`config.mk`:
```
export PLATFORM = sky130hd
export DESIGN_NAME = ecit_top
export DESIGN_NICKNAME = d
export VERILOG_FILES = /design/src/pkg/ecit_pkg.sv /design/src/pkg/ecit_edge_if.sv /design/src/hdl/ecit_edge_det.sv /design/src/hdl/ecit_top.sv
export SDC_FILE = /design/constraint.sdc
export NUM_CORES = 1
export LEC_CHECK = 0
export ABC_CLOCK_PERIOD_IN_PS = 3100
export BUFFER_PORTS_ARGS = -buffer_cell sky130_fd_sc_hd__buf_2
export CAP_MARGIN = 25
export CORE_MARGIN = 8
export CORE_UTILIZATION = 53
export DETAILED_ROUTE_END_ITERATION = 10
export PLACE_DENSITY = 0.84
export SLEW_MARGIN = 20
export SYNTH_ARGS = -nofsm -noshare
export SYNTH_HDL_FRONTEND = slang
export SYNTH_SLANG_ARGS = --single-unit
```
`constraint.sdc`:
```
create_clock -name ref_clk_i -period 3.1 [get_ports ref_clk_i]
set_input_delay 0.31 -clock ref_clk_i [delete_from_list [all_inputs] [get_ports ref_clk_i]]
set_output_delay 0.31 -clock ref_clk_i [all_outputs]
set_load 0.03 [all_outputs]
```
`src/pkg/ecit_pkg.sv`:
```
// Constants for the edge capture and interval timer block
`default_nettype none
package ecit_pkg;
   // Bus and datapath widths
   localparam int ADDR_W = 8;
   localparam int DATA_W = 32;
   localparam int CNT_W  = 16;
   localparam int IVL_W  = 12;
   localparam int NCAP   = 4;

   // Register indices; byte address is four times the index
   localparam logic [5:0] IDX_C0R = 6'h22;
   localparam logic [5:0] IDX_C1R = 6'h23;
   localparam logic [5:0] IDX_C0F = 6'h24;
   localparam logic [5:0] IDX_C1F = 6'h25;
   localparam logic [5:0] IDX_IVL = 6'h26;
   localparam logic [5:0] IDX_IVH = 6'h27;
   localparam logic [5:0] IDX_RLL = 6'h28;
   localparam logic [5:0] IDX_RLH = 6'h29;
   localparam logic [5:0] IDX_CFG = 6'h2A;
   localparam logic [5:0] IDX_IEN = 6'h2B;
   localparam logic [5:0] IDX_STS = 6'h2C;

   // Configuration field positions
   localparam int CFG_KEEP   = 7;
   localparam int CFG_PRE_HI = 6;
   localparam int CFG_PRE_LO = 4;
   localparam int CFG_WIDE   = 3;

   // Writable bit masks and reset values
   localparam logic [7:0] CFG_WMASK = 8'hF8;
   localparam logic [7:0] NIB_WMASK = 8'h0F;
   localparam logic [7:0] RST_BYTE  = 8'h00;

   // Reference clock cycles per timebase tick
   localparam logic [7:0] TB_DIV = 8'h3E;
endpackage
`default_nettype wire

```
`src/pkg/ecit_edge_if.sv`:
```
// Edge pulses passed from the pin front end to the capture core
`timescale 1ns/1ps
`default_nettype none
interface ecit_edge_if;
   logic [1:0] rise;
   logic [1:0] fall;

   // Front end drives, core listens
   modport src (output rise, output fall);
   modport dst (input rise, input fall);
endinterface
`default_nettype wire

```
`src/hdl/ecit_edge_det.sv`:
```
// Pin synchronisers and edge detectors for both capture inputs
`timescale 1ns/1ps
`default_nettype none
module ecit_edge_det (
   input  wire logic       ref_clk_i,
   input  wire logic       rst_n_i,
   input  wire logic [1:0] pins_i,
   ecit_edge_if.src        edges
);
   logic [1:0] meta_r;
   logic [1:0] sync_r;
   logic [1:0] prev_r;

   genvar p;
   generate
      for (p = 0; p < 2; p++) begin : g_pin
         // Two-stage synchroniser, then one history stage
         always_ff @(posedge ref_clk_i or negedge rst_n_i) begin
            if (!rst_n_i) begin
               meta_r[p] <= 1'b0;
               sync_r[p] <= 1'b0;
               prev_r[p] <= 1'b0;
            end else begin
               meta_r[p] <= pins_i[p];
               sync_r[p] <= meta_r[p];
               prev_r[p] <= sync_r[p];
            end
         end

         // One-cycle edge pulses from synchronised level only
         assign edges.rise[p] = sync_r[p] & ~prev_r[p];
         assign edges.fall[p] = ~sync_r[p] & prev_r[p];
      end
   endgenerate
endmodule
`default_nettype wire

```
`src/hdl/ecit_top.sv`:
```
// Edge capture channels and interval timer with an APB register slave
//
// Notes on behaviour
// - Two 8-bit channels, each with rising and falling time registers.
// - Wide join bit ties channel 1 to pin 0; its registers hold the upper byte.
// - Each of four capture registers can request an interrupt on its edge.
// - Enable bits: 3 ch1 fall, 2 ch1 rise, 1 ch0 fall, 0 ch0 rise.
// - Keep bit clear: every edge overwrites, read gives latest edge.
// - Keep bit set: first edge held until that register is read.
// - Prescale field n selects counter bits n+7 down to n.
// - Pin 0 rise loads channel 0 rising; wide mode uses low byte.
// - Pin 0 fall loads channel 0 falling; wide mode uses low byte.
// - Channel 1 captures pin 1, or upper byte of pin 0 edges when wide.
// - Status bits: 3 ch1 fall, 2 ch1 rise, 1 ch0 fall, 0 ch0 rise.
// - Writing one clears a status bit; writing zero leaves it.
// - 12-bit interval count; low byte read latches upper nibble.
// - High register returns nibble latched at last low byte read.
// - 12-bit reload: low byte register plus nibble in next register.
// - Time base is a 16-bit free-running counter on the timebase tick.
//
// Local design decision: the APB slave port.
`timescale 1ns/1ps
`default_nettype none
module ecit_top (
   input  wire logic        ref_clk_i,
   input  wire logic        rst_n_i,
   input  wire logic        psel_i,
   input  wire logic        penable_i,
   input  wire logic        pwrite_i,
   input  wire logic [7:0]  paddr_i,
   input  wire logic [31:0] pwdata_i,
   output logic      [31:0] prdata_o,
   output logic             pready_o,
   output logic             pslverr_o,
   input  wire logic        edge_input_zero_i,
   input  wire logic        edge_input_one_i,
   output logic      [3:0]  capture_irq_o
);
   // Address hit on a register index, word aligned only
   function automatic logic reg_hit(input logic [7:0] a, input logic [5:0] idx);
      return (a[7:2] == idx) && (a[1:0] == 2'b00);
   endfunction

   // Prescaled byte of the counter
   function automatic logic [7:0] pre_byte(input logic [15:0] c, input logic [2:0] n);
      logic [15:0] s;
      s = c >> n;
      return s[7:0];
   endfunction

   logic [15:0] tb_cnt_r;
   logic [7:0]  tb_div_r;
   logic        tb_tick;
   logic [7:0]  cfg_r;
   logic [3:0]  ien_r;
   logic [3:0]  sts_r;
   logic [3:0]  sts_nxt;
   logic [7:0]  cap_r [4];
   logic [3:0]  full_r;
   logic [3:0]  cap_ev;
   logic [3:0]  cap_ld;
   logic [3:0]  cap_rd;
   logic [11:0] ivl_r;
   logic [3:0]  ivl_hold_r;
   logic [7:0]  rl_low_r;
   logic [11:0] reload_r;
   logic [7:0]  rd_mux;
   logic        map_ok;
   logic        setup;
   logic        acc;
   logic        wr_acc;
   logic        rd_acc;
   logic        keep;
   logic        wide;
   logic [2:0]  pre_n;

   ecit_edge_if edges ();

   // Pin front end
   ecit_edge_det i_ecit_edge_det (
      .ref_clk_i (ref_clk_i),
      .rst_n_i   (rst_n_i),
      .pins_i    ({edge_input_one_i, edge_input_zero_i}),
      .edges     (edges)
   );

   // Configuration fields
   assign keep  = cfg_r[ecit_pkg::CFG_KEEP];
   assign wide  = cfg_r[ecit_pkg::CFG_WIDE];
   assign pre_n = cfg_r[ecit_pkg::CFG_PRE_HI:ecit_pkg::CFG_PRE_LO];

   // Bus phases
   assign setup     = psel_i & ~penable_i;
   assign acc       = psel_i & penable_i;
   assign wr_acc    = acc & pwrite_i;
   assign rd_acc    = acc & ~pwrite_i;
   assign pready_o  = acc;
   assign pslverr_o = acc & ~map_ok;

   // Timebase tick divider
   always_ff @(posedge ref_clk_i or negedge rst_n_i) begin
      if (!rst_n_i) begin
         tb_div_r <= 8'h00;
      end else if (tb_tick) begin
         tb_div_r <= 8'h00;
      end else begin
         tb_div_r <= tb_div_r + 8'h01;
      end
   end

   assign tb_tick = (tb_div_r == ecit_pkg::TB_DIV - 8'h01);

   // Free-running capture time base
   always_ff @(posedge ref_clk_i or negedge rst_n_i) begin
      if (!rst_n_i) begin
         tb_cnt_r <= 16'h0000;
      end else if (tb_tick) begin
         tb_cnt_r <= tb_cnt_r + 16'h0001;
      end
   end

   // Configuration register, reserved bits stay zero
   always_ff @(posedge ref_clk_i or negedge rst_n_i) begin
      if (!rst_n_i) begin
         cfg_r <= ecit_pkg::RST_BYTE;
      end else if (wr_acc && reg_hit(paddr_i, ecit_pkg::IDX_CFG)) begin
         cfg_r <= pwdata_i[7:0] & ecit_pkg::CFG_WMASK;
      end
   end

   // Interrupt enable register
   always_ff @(posedge ref_clk_i or negedge rst_n_i) begin
      if (!rst_n_i) begin
         ien_r <= 4'h0;
      end else if (wr_acc && reg_hit(paddr_i, ecit_pkg::IDX_IEN)) begin
         ien_r <= pwdata_i[3:0];
      end
   end

   // Capture registers: index 0 c0 rise, 1 c0 fall, 2 c1 rise, 3 c1 fall
   genvar k;
   generate
      for (k = 0; k < ecit_pkg::NCAP; k++) begin : g_cap
         localparam bit          FALL = (k % 2) == 1;
         localparam bit          CH1  = k >= 2;
         localparam logic [5:0]  IDX  = CH1 ? (FALL ? ecit_pkg::IDX_C1F : ecit_pkg::IDX_C1R)
                                            : (FALL ? ecit_pkg::IDX_C0F : ecit_pkg::IDX_C0R);
         logic [7:0] cap_data;

         // Edge source: channel 1 follows pin 0 when joined
         always_comb begin
            if (CH1 && !wide) begin
               cap_ev[k] = FALL ? edges.fall[1] : edges.rise[1];
            end else begin
               cap_ev[k] = FALL ? edges.fall[0] : edges.rise[0];
            end
         end

         // Captured byte selection
         always_comb begin
            if (wide) begin
               cap_data = CH1 ? tb_cnt_r[15:8] : tb_cnt_r[7:0];
            end else begin
               cap_data = pre_byte(tb_cnt_r, pre_n);
            end
         end

         // Load unless holding an unread first edge
         assign cap_ld[k] = cap_ev[k] & ~(keep & full_r[k]);
         assign cap_rd[k] = setup & ~pwrite_i & reg_hit(paddr_i, IDX); // data taken at setup

         // Time register
         always_ff @(posedge ref_clk_i or negedge rst_n_i) begin
            if (!rst_n_i) begin
               cap_r[k] <= ecit_pkg::RST_BYTE;
            end else if (cap_ld[k]) begin
               cap_r[k] <= cap_data;
            end
         end

         // Unread flag, a load wins over a read in the same cycle
         always_ff @(posedge ref_clk_i or negedge rst_n_i) begin
            if (!rst_n_i) begin
               full_r[k] <= 1'b0;
            end else if (cap_ld[k]) begin
               full_r[k] <= 1'b1;
            end else if (cap_rd[k]) begin
               full_r[k] <= 1'b0;
            end
         end
      end
   endgenerate

   // Status next value: edge set wins over write-one clear
   always_comb begin
      sts_nxt = sts_r;
      if (wr_acc && reg_hit(paddr_i, ecit_pkg::IDX_STS)) begin
         sts_nxt = sts_r & ~pwdata_i[3:0];
      end
      sts_nxt = sts_nxt | cap_ev;
   end

   // Status register
   always_ff @(posedge ref_clk_i or negedge rst_n_i) begin
      if (!rst_n_i) begin
         sts_r <= 4'h0;
      end else begin
         sts_r <= sts_nxt;
      end
   end

   // Request lines
   assign capture_irq_o = sts_r & ien_r;

   // Interval counter runs down on the tick and reloads at zero
   always_ff @(posedge ref_clk_i or negedge rst_n_i) begin
      if (!rst_n_i) begin
         ivl_r <= 12'h000;
      end else if (tb_tick) begin
         if (ivl_r == 12'h000) begin
            ivl_r <= reload_r;
         end else begin
            ivl_r <= ivl_r - 12'h001;
         end
      end
   end

   // Upper nibble snapshot on low byte read
   always_ff @(posedge ref_clk_i or negedge rst_n_i) begin
      if (!rst_n_i) begin
         ivl_hold_r <= 4'h0;
      end else if (setup && !pwrite_i && reg_hit(paddr_i, ecit_pkg::IDX_IVL)) begin
         ivl_hold_r <= ivl_r[11:8];
      end
   end

   // Reload low byte staging
   always_ff @(posedge ref_clk_i or negedge rst_n_i) begin
      if (!rst_n_i) begin
         rl_low_r <= ecit_pkg::RST_BYTE;
      end else if (wr_acc && reg_hit(paddr_i, ecit_pkg::IDX_RLL)) begin
         rl_low_r <= pwdata_i[7:0];
      end
   end

   // Reload value commits on the nibble write
   always_ff @(posedge ref_clk_i or negedge rst_n_i) begin
      if (!rst_n_i) begin
         reload_r <= 12'h000;
      end else if (wr_acc && reg_hit(paddr_i, ecit_pkg::IDX_RLH)) begin
         reload_r <= {pwdata_i[3:0], rl_low_r};
      end
   end

   // Read multiplexer and map check
   always_comb begin
      rd_mux = 8'h00;
      map_ok = 1'b1;
      if (paddr_i[1:0] != 2'b00) begin
         map_ok = 1'b0;
      end else begin
         case (paddr_i[7:2])
            ecit_pkg::IDX_C0R: rd_mux = cap_r[0];
            ecit_pkg::IDX_C0F: rd_mux = cap_r[1];
            ecit_pkg::IDX_C1R: rd_mux = cap_r[2];
            ecit_pkg::IDX_C1F: rd_mux = cap_r[3];
            ecit_pkg::IDX_IVL: rd_mux = ivl_r[7:0];
            ecit_pkg::IDX_IVH: rd_mux = {4'h0, ivl_hold_r};
            ecit_pkg::IDX_RLL: rd_mux = rl_low_r;
            ecit_pkg::IDX_RLH: rd_mux = {4'h0, reload_r[11:8]};
            ecit_pkg::IDX_CFG: rd_mux = cfg_r;
            ecit_pkg::IDX_IEN: rd_mux = {4'h0, ien_r};
            ecit_pkg::IDX_STS: rd_mux = {4'h0, sts_r};
            default:           map_ok = 1'b0;
         endcase
      end
   end

   // Read data captured in the setup phase
   always_ff @(posedge ref_clk_i or negedge rst_n_i) begin
      if (!rst_n_i) begin
         prdata_o <= 32'h0000_0000;
      end else if (setup) begin
         prdata_o <= {24'h00_0000, rd_mux};
      end
   end

   // Helper for the write-one clear check
   logic sts_wr;
   assign sts_wr = wr_acc && reg_hit(paddr_i, ecit_pkg::IDX_STS);

   // Edge always sets its status bit
   property p_sts_set;
      @(posedge ref_clk_i) disable iff (!rst_n_i)
      cap_ev[1] |=> sts_r[1];
   endproperty
   a_sts_set: assert property (p_sts_set) else $error("status not set on edge");

   // Write one clears when no edge competes
   property p_sts_clr;
      @(posedge ref_clk_i) disable iff (!rst_n_i)
      sts_wr && pwdata_i[2] && !cap_ev[2] |=> !sts_r[2];
   endproperty
   a_sts_clr: assert property (p_sts_clr) else $error("status not cleared");

   // Enabled edge raises its request next cycle
   property p_irq;
      @(posedge ref_clk_i) disable iff (!rst_n_i)
      cap_ev[3] && ien_r[3] && !(wr_acc && reg_hit(paddr_i, ecit_pkg::IDX_IEN))
      |=> capture_irq_o[3];
   endproperty
   a_irq: assert property (p_irq) else $error("request missing");

   // Held first edge is not overwritten
   property p_keep;
      @(posedge ref_clk_i) disable iff (!rst_n_i)
      keep && full_r[0] |=> $stable(cap_r[0]);
   endproperty
   a_keep: assert property (p_keep) else $error("held capture changed");

   // Overwrite mode takes the latest prescaled byte
   property p_pre;
      @(posedge ref_clk_i) disable iff (!rst_n_i)
      !keep && !wide && cap_ev[0] |=> cap_r[0] == pre_byte($past(tb_cnt_r), $past(pre_n));
   endproperty
   a_pre: assert property (p_pre) else $error("prescaled capture wrong");

   // Joined mode puts the upper byte in channel 1
   property p_wide;
      @(posedge ref_clk_i) disable iff (!rst_n_i)
      wide && !keep && cap_ev[3] |=> cap_r[3] == $past(tb_cnt_r[15:8]);
   endproperty
   a_wide: assert property (p_wide) else $error("upper byte not captured");

   // Low byte read freezes the upper nibble
   property p_latch;
      @(posedge ref_clk_i) disable iff (!rst_n_i)
      setup && !pwrite_i && reg_hit(paddr_i, ecit_pkg::IDX_IVL) |=> ivl_hold_r == $past(ivl_r[11:8]);
   endproperty
   a_latch: assert property (p_latch) else $error("nibble not latched");

   // Nibble write commits staged low byte
   property p_reload;
      @(posedge ref_clk_i) disable iff (!rst_n_i)
      wr_acc && reg_hit(paddr_i, ecit_pkg::IDX_RLH)
      |=> reload_r == {$past(pwdata_i[3:0]), $past(rl_low_r)};
   endproperty
   a_reload: assert property (p_reload) else $error("reload not committed");

   // Counter advances once per tick
   property p_tb;
      @(posedge ref_clk_i) disable iff (!rst_n_i)
      tb_tick |=> tb_cnt_r == $past(tb_cnt_r) + 16'h0001 ##1 !tb_tick;
   endproperty
   a_tb: assert property (p_tb) else $error("time base did not advance");
endmodule
`default_nettype wire

```
# Word-level counts from Yosys, hierarchy flattened
# Cells that the tools add are included.
dict set report totals {
  output_inout_bits 38
  reg_bits 123
}
dict set report op_classes {
  add_sub_neg 3
  n_reduce_logical 26
  eq_ne 12
  n_bitwise 36
  muxes 19
  shifts 1
}
# operator count
set ops {}
lappend ops {{$pmux W8 S11} 1}
lappend ops {{$eq A6 B6 Y1 const B} 11}
lappend ops {{$mux W8} 4}
lappend ops {{$and A1 B1 Y1} 21}
lappend ops {{$logic_and A1 B1 Y1} 17}
lappend ops {{$add A16 B1 Y16 const B} 1}
lappend ops {{$shr A16 B3 Y8} 1}
lappend ops {{$logic_not A12 Y1} 1}
lappend ops {{$mux W1} 12}
lappend ops {{$mux W12} 1}
lappend ops {{$sub A12 B1 Y12 const B} 1}
lappend ops {{$not A1 Y1} 11}
lappend ops {{$reduce_or A11 Y1} 1}
lappend ops {{$reduce_bool A2 Y1} 5}
lappend ops {{$add A8 B1 Y8 const B} 1}
lappend ops {{$and A4 B4 Y4} 2}
lappend ops {{$eq A8 B6 Y1 const B} 1}
lappend ops {{$mux W4} 1}
lappend ops {{$not A4 Y4} 1}
lappend ops {{$or A4 B4 Y4} 1}
lappend ops {{$logic_not A2 Y1} 1}
lappend ops {{$logic_not A1 Y1} 1}

# Longest topological paths before layout
dict set report depth {
  ltp_word 6
  ltp_mapped 7
  mapped_depth_nobuf 6
}

# Hierarchy
# A second synthesis with hierarchy kept.
dict set report unflattened {
  hier_cells 582
  area_unflattened_um2 6558.8
}
# module cells_each area_per_inst_um2 n_inst
set modules_own_cells {}
lappend modules_own_cells {ecit_top 572 6373.6 1}
lappend modules_own_cells {ecit_edge_det 10 185.2 1}

# Worst setup path before layout
# No wires, ideal clock.
dict set report synth_path {
  path_kind {reg-to-reg}
  startpoint {register tb_div_r[1]}
  endpoint {register tb_cnt_r[11]}
  required_time_ns 2.975
  setup_time_ns 0.125
  n_path_buf 0
  path_stages_with_launch 7
  setup_slack_ns 1.179
  arrival_time_ns 1.796
  path_cell_list {dfrtp_1 > inv_1 > ha_1 > or3b_2 > nor4_4 > nand4_1 > xnor2_1}
}
dict set report synth_via {
  elab_chain_cells 1
}
# item line
set synth_lines {}
lappend synth_lines {{from (decl)} ecit_top.sv:52} ;# logic [7:0] tb_div_r;
lappend synth_lines {{from (signal assigned)} ecit_top.sv:107} ;# tb_div_r <= tb_div_r + 8'h01;
lappend synth_lines {{$eq A8 B6 Y1} ecit_top.sv:111} ;# assign tb_tick = (tb_div_r == ecit_pkg::TB_DIV - 8'h01);
lappend synth_lines {{to (signal assigned)} ecit_top.sv:118} ;# tb_cnt_r <= tb_cnt_r + 16'h0001;
lappend synth_lines {{to (decl)} ecit_top.sv:51} ;# logic [15:0] tb_cnt_r;
# No other way between the ends.
# A chain may end at the register's enable or synchronous reset.

# Worst setup path in the final report
dict set report layout_path {
  startpoint {register tb_div_r[1]}
  endpoint {register tb_cnt_r[4]}
}
# Same word-level chain as after synthesis.

==> results by group <==
Route
  • Wirelength per Cell: 20.5 µm
  • Met3 wire length: 1.51 mm
  • Drt pass-1 iters: 5
  • Routed WL: 16.6 mm
  • Met1 WL: 6.53 mm
  • DR iter-0 viols: 664
  • Vias per std cell: 6.18
  • DR DRC count: 0
  • Number of routed nets with antenna violations: 0
  • DR top layer: met4
  • WL met2: 8.09 mm
  • Routed vias: 5015

Placement
  • Global placement routability congestion: 0.930
  • Port bufs: 36
  • DP Area: 0.00684 mm²
  • Hpwl dp: 11.8 mm

Synth
  • Post-synth EDFFs: 0
  • Synth warn: 0
  • Synth unique cells: 63
  • Sequential fraction of the synthesis area: 0.465
  • Synth Instances: 595
  • Cell Area, Synth: 0.00663 mm²
  • Post-synth top area cell: dfrtp_1
  • Share of the synthesized area in the top cell type: 0.465
  • Dominant synthesized flop cell: dfrtp_1
  • Syn Area/Cell: 11.1 µm²
  • Fraction of registers with async set/reset: 1.00
  • Synth area leaders: dfrtp_1 46%, mux2_2 11%, mux4_2 4.8%
  • Seq cells post-synth: 123

Clock tree
  • Clock tree sinks: 123
  • CTS root buffer: clkbuf_16
  • CTS Hold Bufs: 2
  • Post-CTS Setup Bufs: 0
  • CTS clock-pin slew for the worst setup and hold paths: 50 ps
  • Post-CTS sizing: 0
  • CTS Buf Count: 17
  • Worst-Skew Late Latency: 410 ps
  • CTS HTree Levels: 4
  • CTS tree: done
  • Bufs on Longest Clock Path: 2

Setup path
  • CP endpoint kind: register
  • Crit Path Max Fanout: 16
  • RR Endpoint: tb_cnt_r[4]$_DFFE_PN0N_
  • FF-to-FF path depth: 7
  • Worst reg2reg setup slack: 820 ps
  • CP arrival: 2560 ps
  • Worst setup SP type: register
  • FF-to-FF Start: tb_div_r[1]$_DFF_PN0_
  • Crit path required time: 3390 ps
  • CP Class: reg -> reg

Global route
  • First-pass GRT wire length: 27.1 mm
  • Largest net degree at the start of global routing: 59
  • GRT overflow: 0
  • Vias in the first global route: 5038
  • Total GRT Usage: 0.212
  • Initial antenna violation count: 0

Finish
  • Final net count: 680
  • Share of cells above drive strength 1: 0.258
  • Post-layout util: 0.602
  • # fillers: 936
  • Register Area: 0.00308 mm²
  • Ant. Diodes: 0
  • P&R area growth vs syn: 12.7%
  • Post-route cell area: 0.00747 mm²
  • Multi-input logic area: 0.00321 mm²

Power and ir drop
  • Logic pwr share: 0.057
  • Clock power frac: 0.524
  • Net Sw Power: 0.000866 W
  • Internal power: 0.00307 W
  • Net Sw Frac: 0.220
  • Power Density: 527 mW/mm²
  • Leakage power: 3.33 nW
  • Peak supply drop: 0.418 mV
  • Sequential power share: 0.419

Hold path
  • Min-Delay Path Depth: 1
  • Worst hold path type: in -> reg
  • Min-delay src: edge_input_one_i
  • Hold path endpoint: i_ecit_edge_det.meta_r[1]$_DFF_PN0_

Floorplanning
  • Die width: 128 µm
  • Die Y: 128 µm
  • Core area: 0.0124 mm²
  • # IOs: 85
  • Cell Rows: 41
  • Initial Util: 0.534
  • Die area: 0.0163 mm²

Timing
  • Final period util: 0.735
  • RSZ-0062 raised after global routing: no
  • TNS Setup: 0 ps
  • Skew final: 7.02 ps
  • Hold slack: 17.7 ps
  • Slew Viols, Final: 0
  • Measured slew at the worst slew-check pin: 902 ps
  • Max frequency: 439 MHz
  • Final Hold Fails: 0
  • Final setup fails: 0
  • Rel. slew slack: 0.397
  • Minimum clock period: 2280 ps

Flow run
  • Max-cap check violation count: 0

Outcome
  • Status: complete, no violations
synth_stat cells (8+ instances only):
cell type	count
a21oi_1	28
buf_2	15
buf_4	25
clkbuf_1	13
dfrtp_1	123
inv_1	30
mux2_2	65
mux2i_1	16
mux4_2	14
nand2_1	42
nand3_1	16
nand4_1	8
nor2_1	19
nor3_1	17
o21ai_0	19
o22ai_1	11
o31ai_1	10
xnor2_1	17
per-layer routing:
| layer | track usage | up-vias |
|---|---|---|
| met3 | 0.0603 | 53 |
| met4 | 0.0860 | 0 |
| met1 | 0.263 | 2494 |
| met2 | 0.342 | 276 |
| li1 | - | 2192 |
| met5 | 0 | - |
power by group through the flow:
stage	Combinational (W)	Clock [W]	Sequential, W
2_1_floorplan	0.000164	0	0.00167
3_3_place_gp	0.000212	0	0.00167
3_5_place_dp	0.000219	0	0.00167
4_1_cts	0.000222	0.00207	0.00165
5_1_grt	0.000244	0.00215	0.00165
6_report	0.000225	0.00206	0.00165
cells in the final DEF (no fill, tap or decap), types with 7 or more instances in the layout:
cell / count
o22ai_1: 11
mux2_2: 65
nand3_1: 16
nor2b_1: 7
clkbuf_16: 17
buf_2: 35
mux2i_1: 16
o31ai_1: 10
xnor2_1: 17
dfrtp_1: 123
mux4_2: 14
nor3_1: 17
nand4_1: 8
a22oi_1: 7
nor2_1: 19
conb_1: 24
nand2_1: 42
a21oi_1: 28
buf_4: 7
inv_1: 30
o21ai_0: 19
layout make-up:
class	instances	share of cell area
flip-flops and latches	123	0.412
clock inverters	8	0.0191
inverters	31	0.0156
clock buffers	22	0.0621
repair buffers	44	0.0332
multi-input cells	411	0.429
well taps	172	0.0288
state kept, by name, summed over array words and instances (netlist names):
register,count
cap_r,32
tb_cnt_r,16
ivl_r,12
reload_r,12
prdata_o,8
rl_low_r,8
tb_div_r,8
cfg_r,5
full_r,4
ien_r,4
ivl_hold_r,4
sts_r,4
i_ecit_edge_det.meta_r,2
i_ecit_edge_det.prev_r,2
i_ecit_edge_det.sync_r,2
stage by stage:
stage | worst slack (ps) | power (W) | std cells
after floorplan | 1180 | 0.00183 | 618
after global placement | 939 | 0.00188 | 779
after detailed placement | 853 | 0.00189 | 779
after CTS | 826 | 0.00394 | 811
after global routing | 656 | 0.00405 | 811
final | 823 | 0.00393 | 811
worst max-delay path by stage:
stage | startpoint | end | depth (start not counted)
4_1_cts | tb_div_r[1]$_DFF_PN0_ | tb_cnt_r[4]$_DFFE_PN0N_ | 7
3_5_place_dp | tb_div_r[1]$_DFF_PN0_ | tb_cnt_r[4]$_DFFE_PN0N_ | 7
3_3_place_gp | tb_div_r[1]$_DFF_PN0_ | tb_cnt_r[4]$_DFFE_PN0N_ | 7
6_report | tb_div_r[1]$_DFF_PN0_ | tb_cnt_r[4]$_DFFE_PN0N_ | 7
5_1_grt | ivl_r[6]$_DFFE_PN0N_ | ivl_r[4]$_DFFE_PN0N_ | 4
2_1_floorplan | tb_div_r[1]$_DFF_PN0_ | tb_cnt_r[11]$_DFFE_PN0N_ | 6
kinds of logic (layout without fill, tap and decap cells):
group / count (synthesis) / count (layout) / synth area share
simple gates: 153 / 153 / 0.135
flops: 123 / 123 / 0.465
compound gates: 115 / 115 / 0.119
mux: 95 / 95 / 0.182
buf+inv: 84 / 105 / 0.0646
xor+xnor: 19 / 19 / 0.0251
fa+ha+maj: 5 / 5 / 0.00944
other cells: 1 / 24 / 0.000566
worst max-delay path: stages, from the launching register on:
cell	delay (ps)
dfrtp_1	430
inv_1	80
ha_1	140
or3b_2	570
nor2_1	330
buf_4	300
nand4_1	150
xnor2_1	150
No activity file was read; power rests on OpenSTA's default activity.
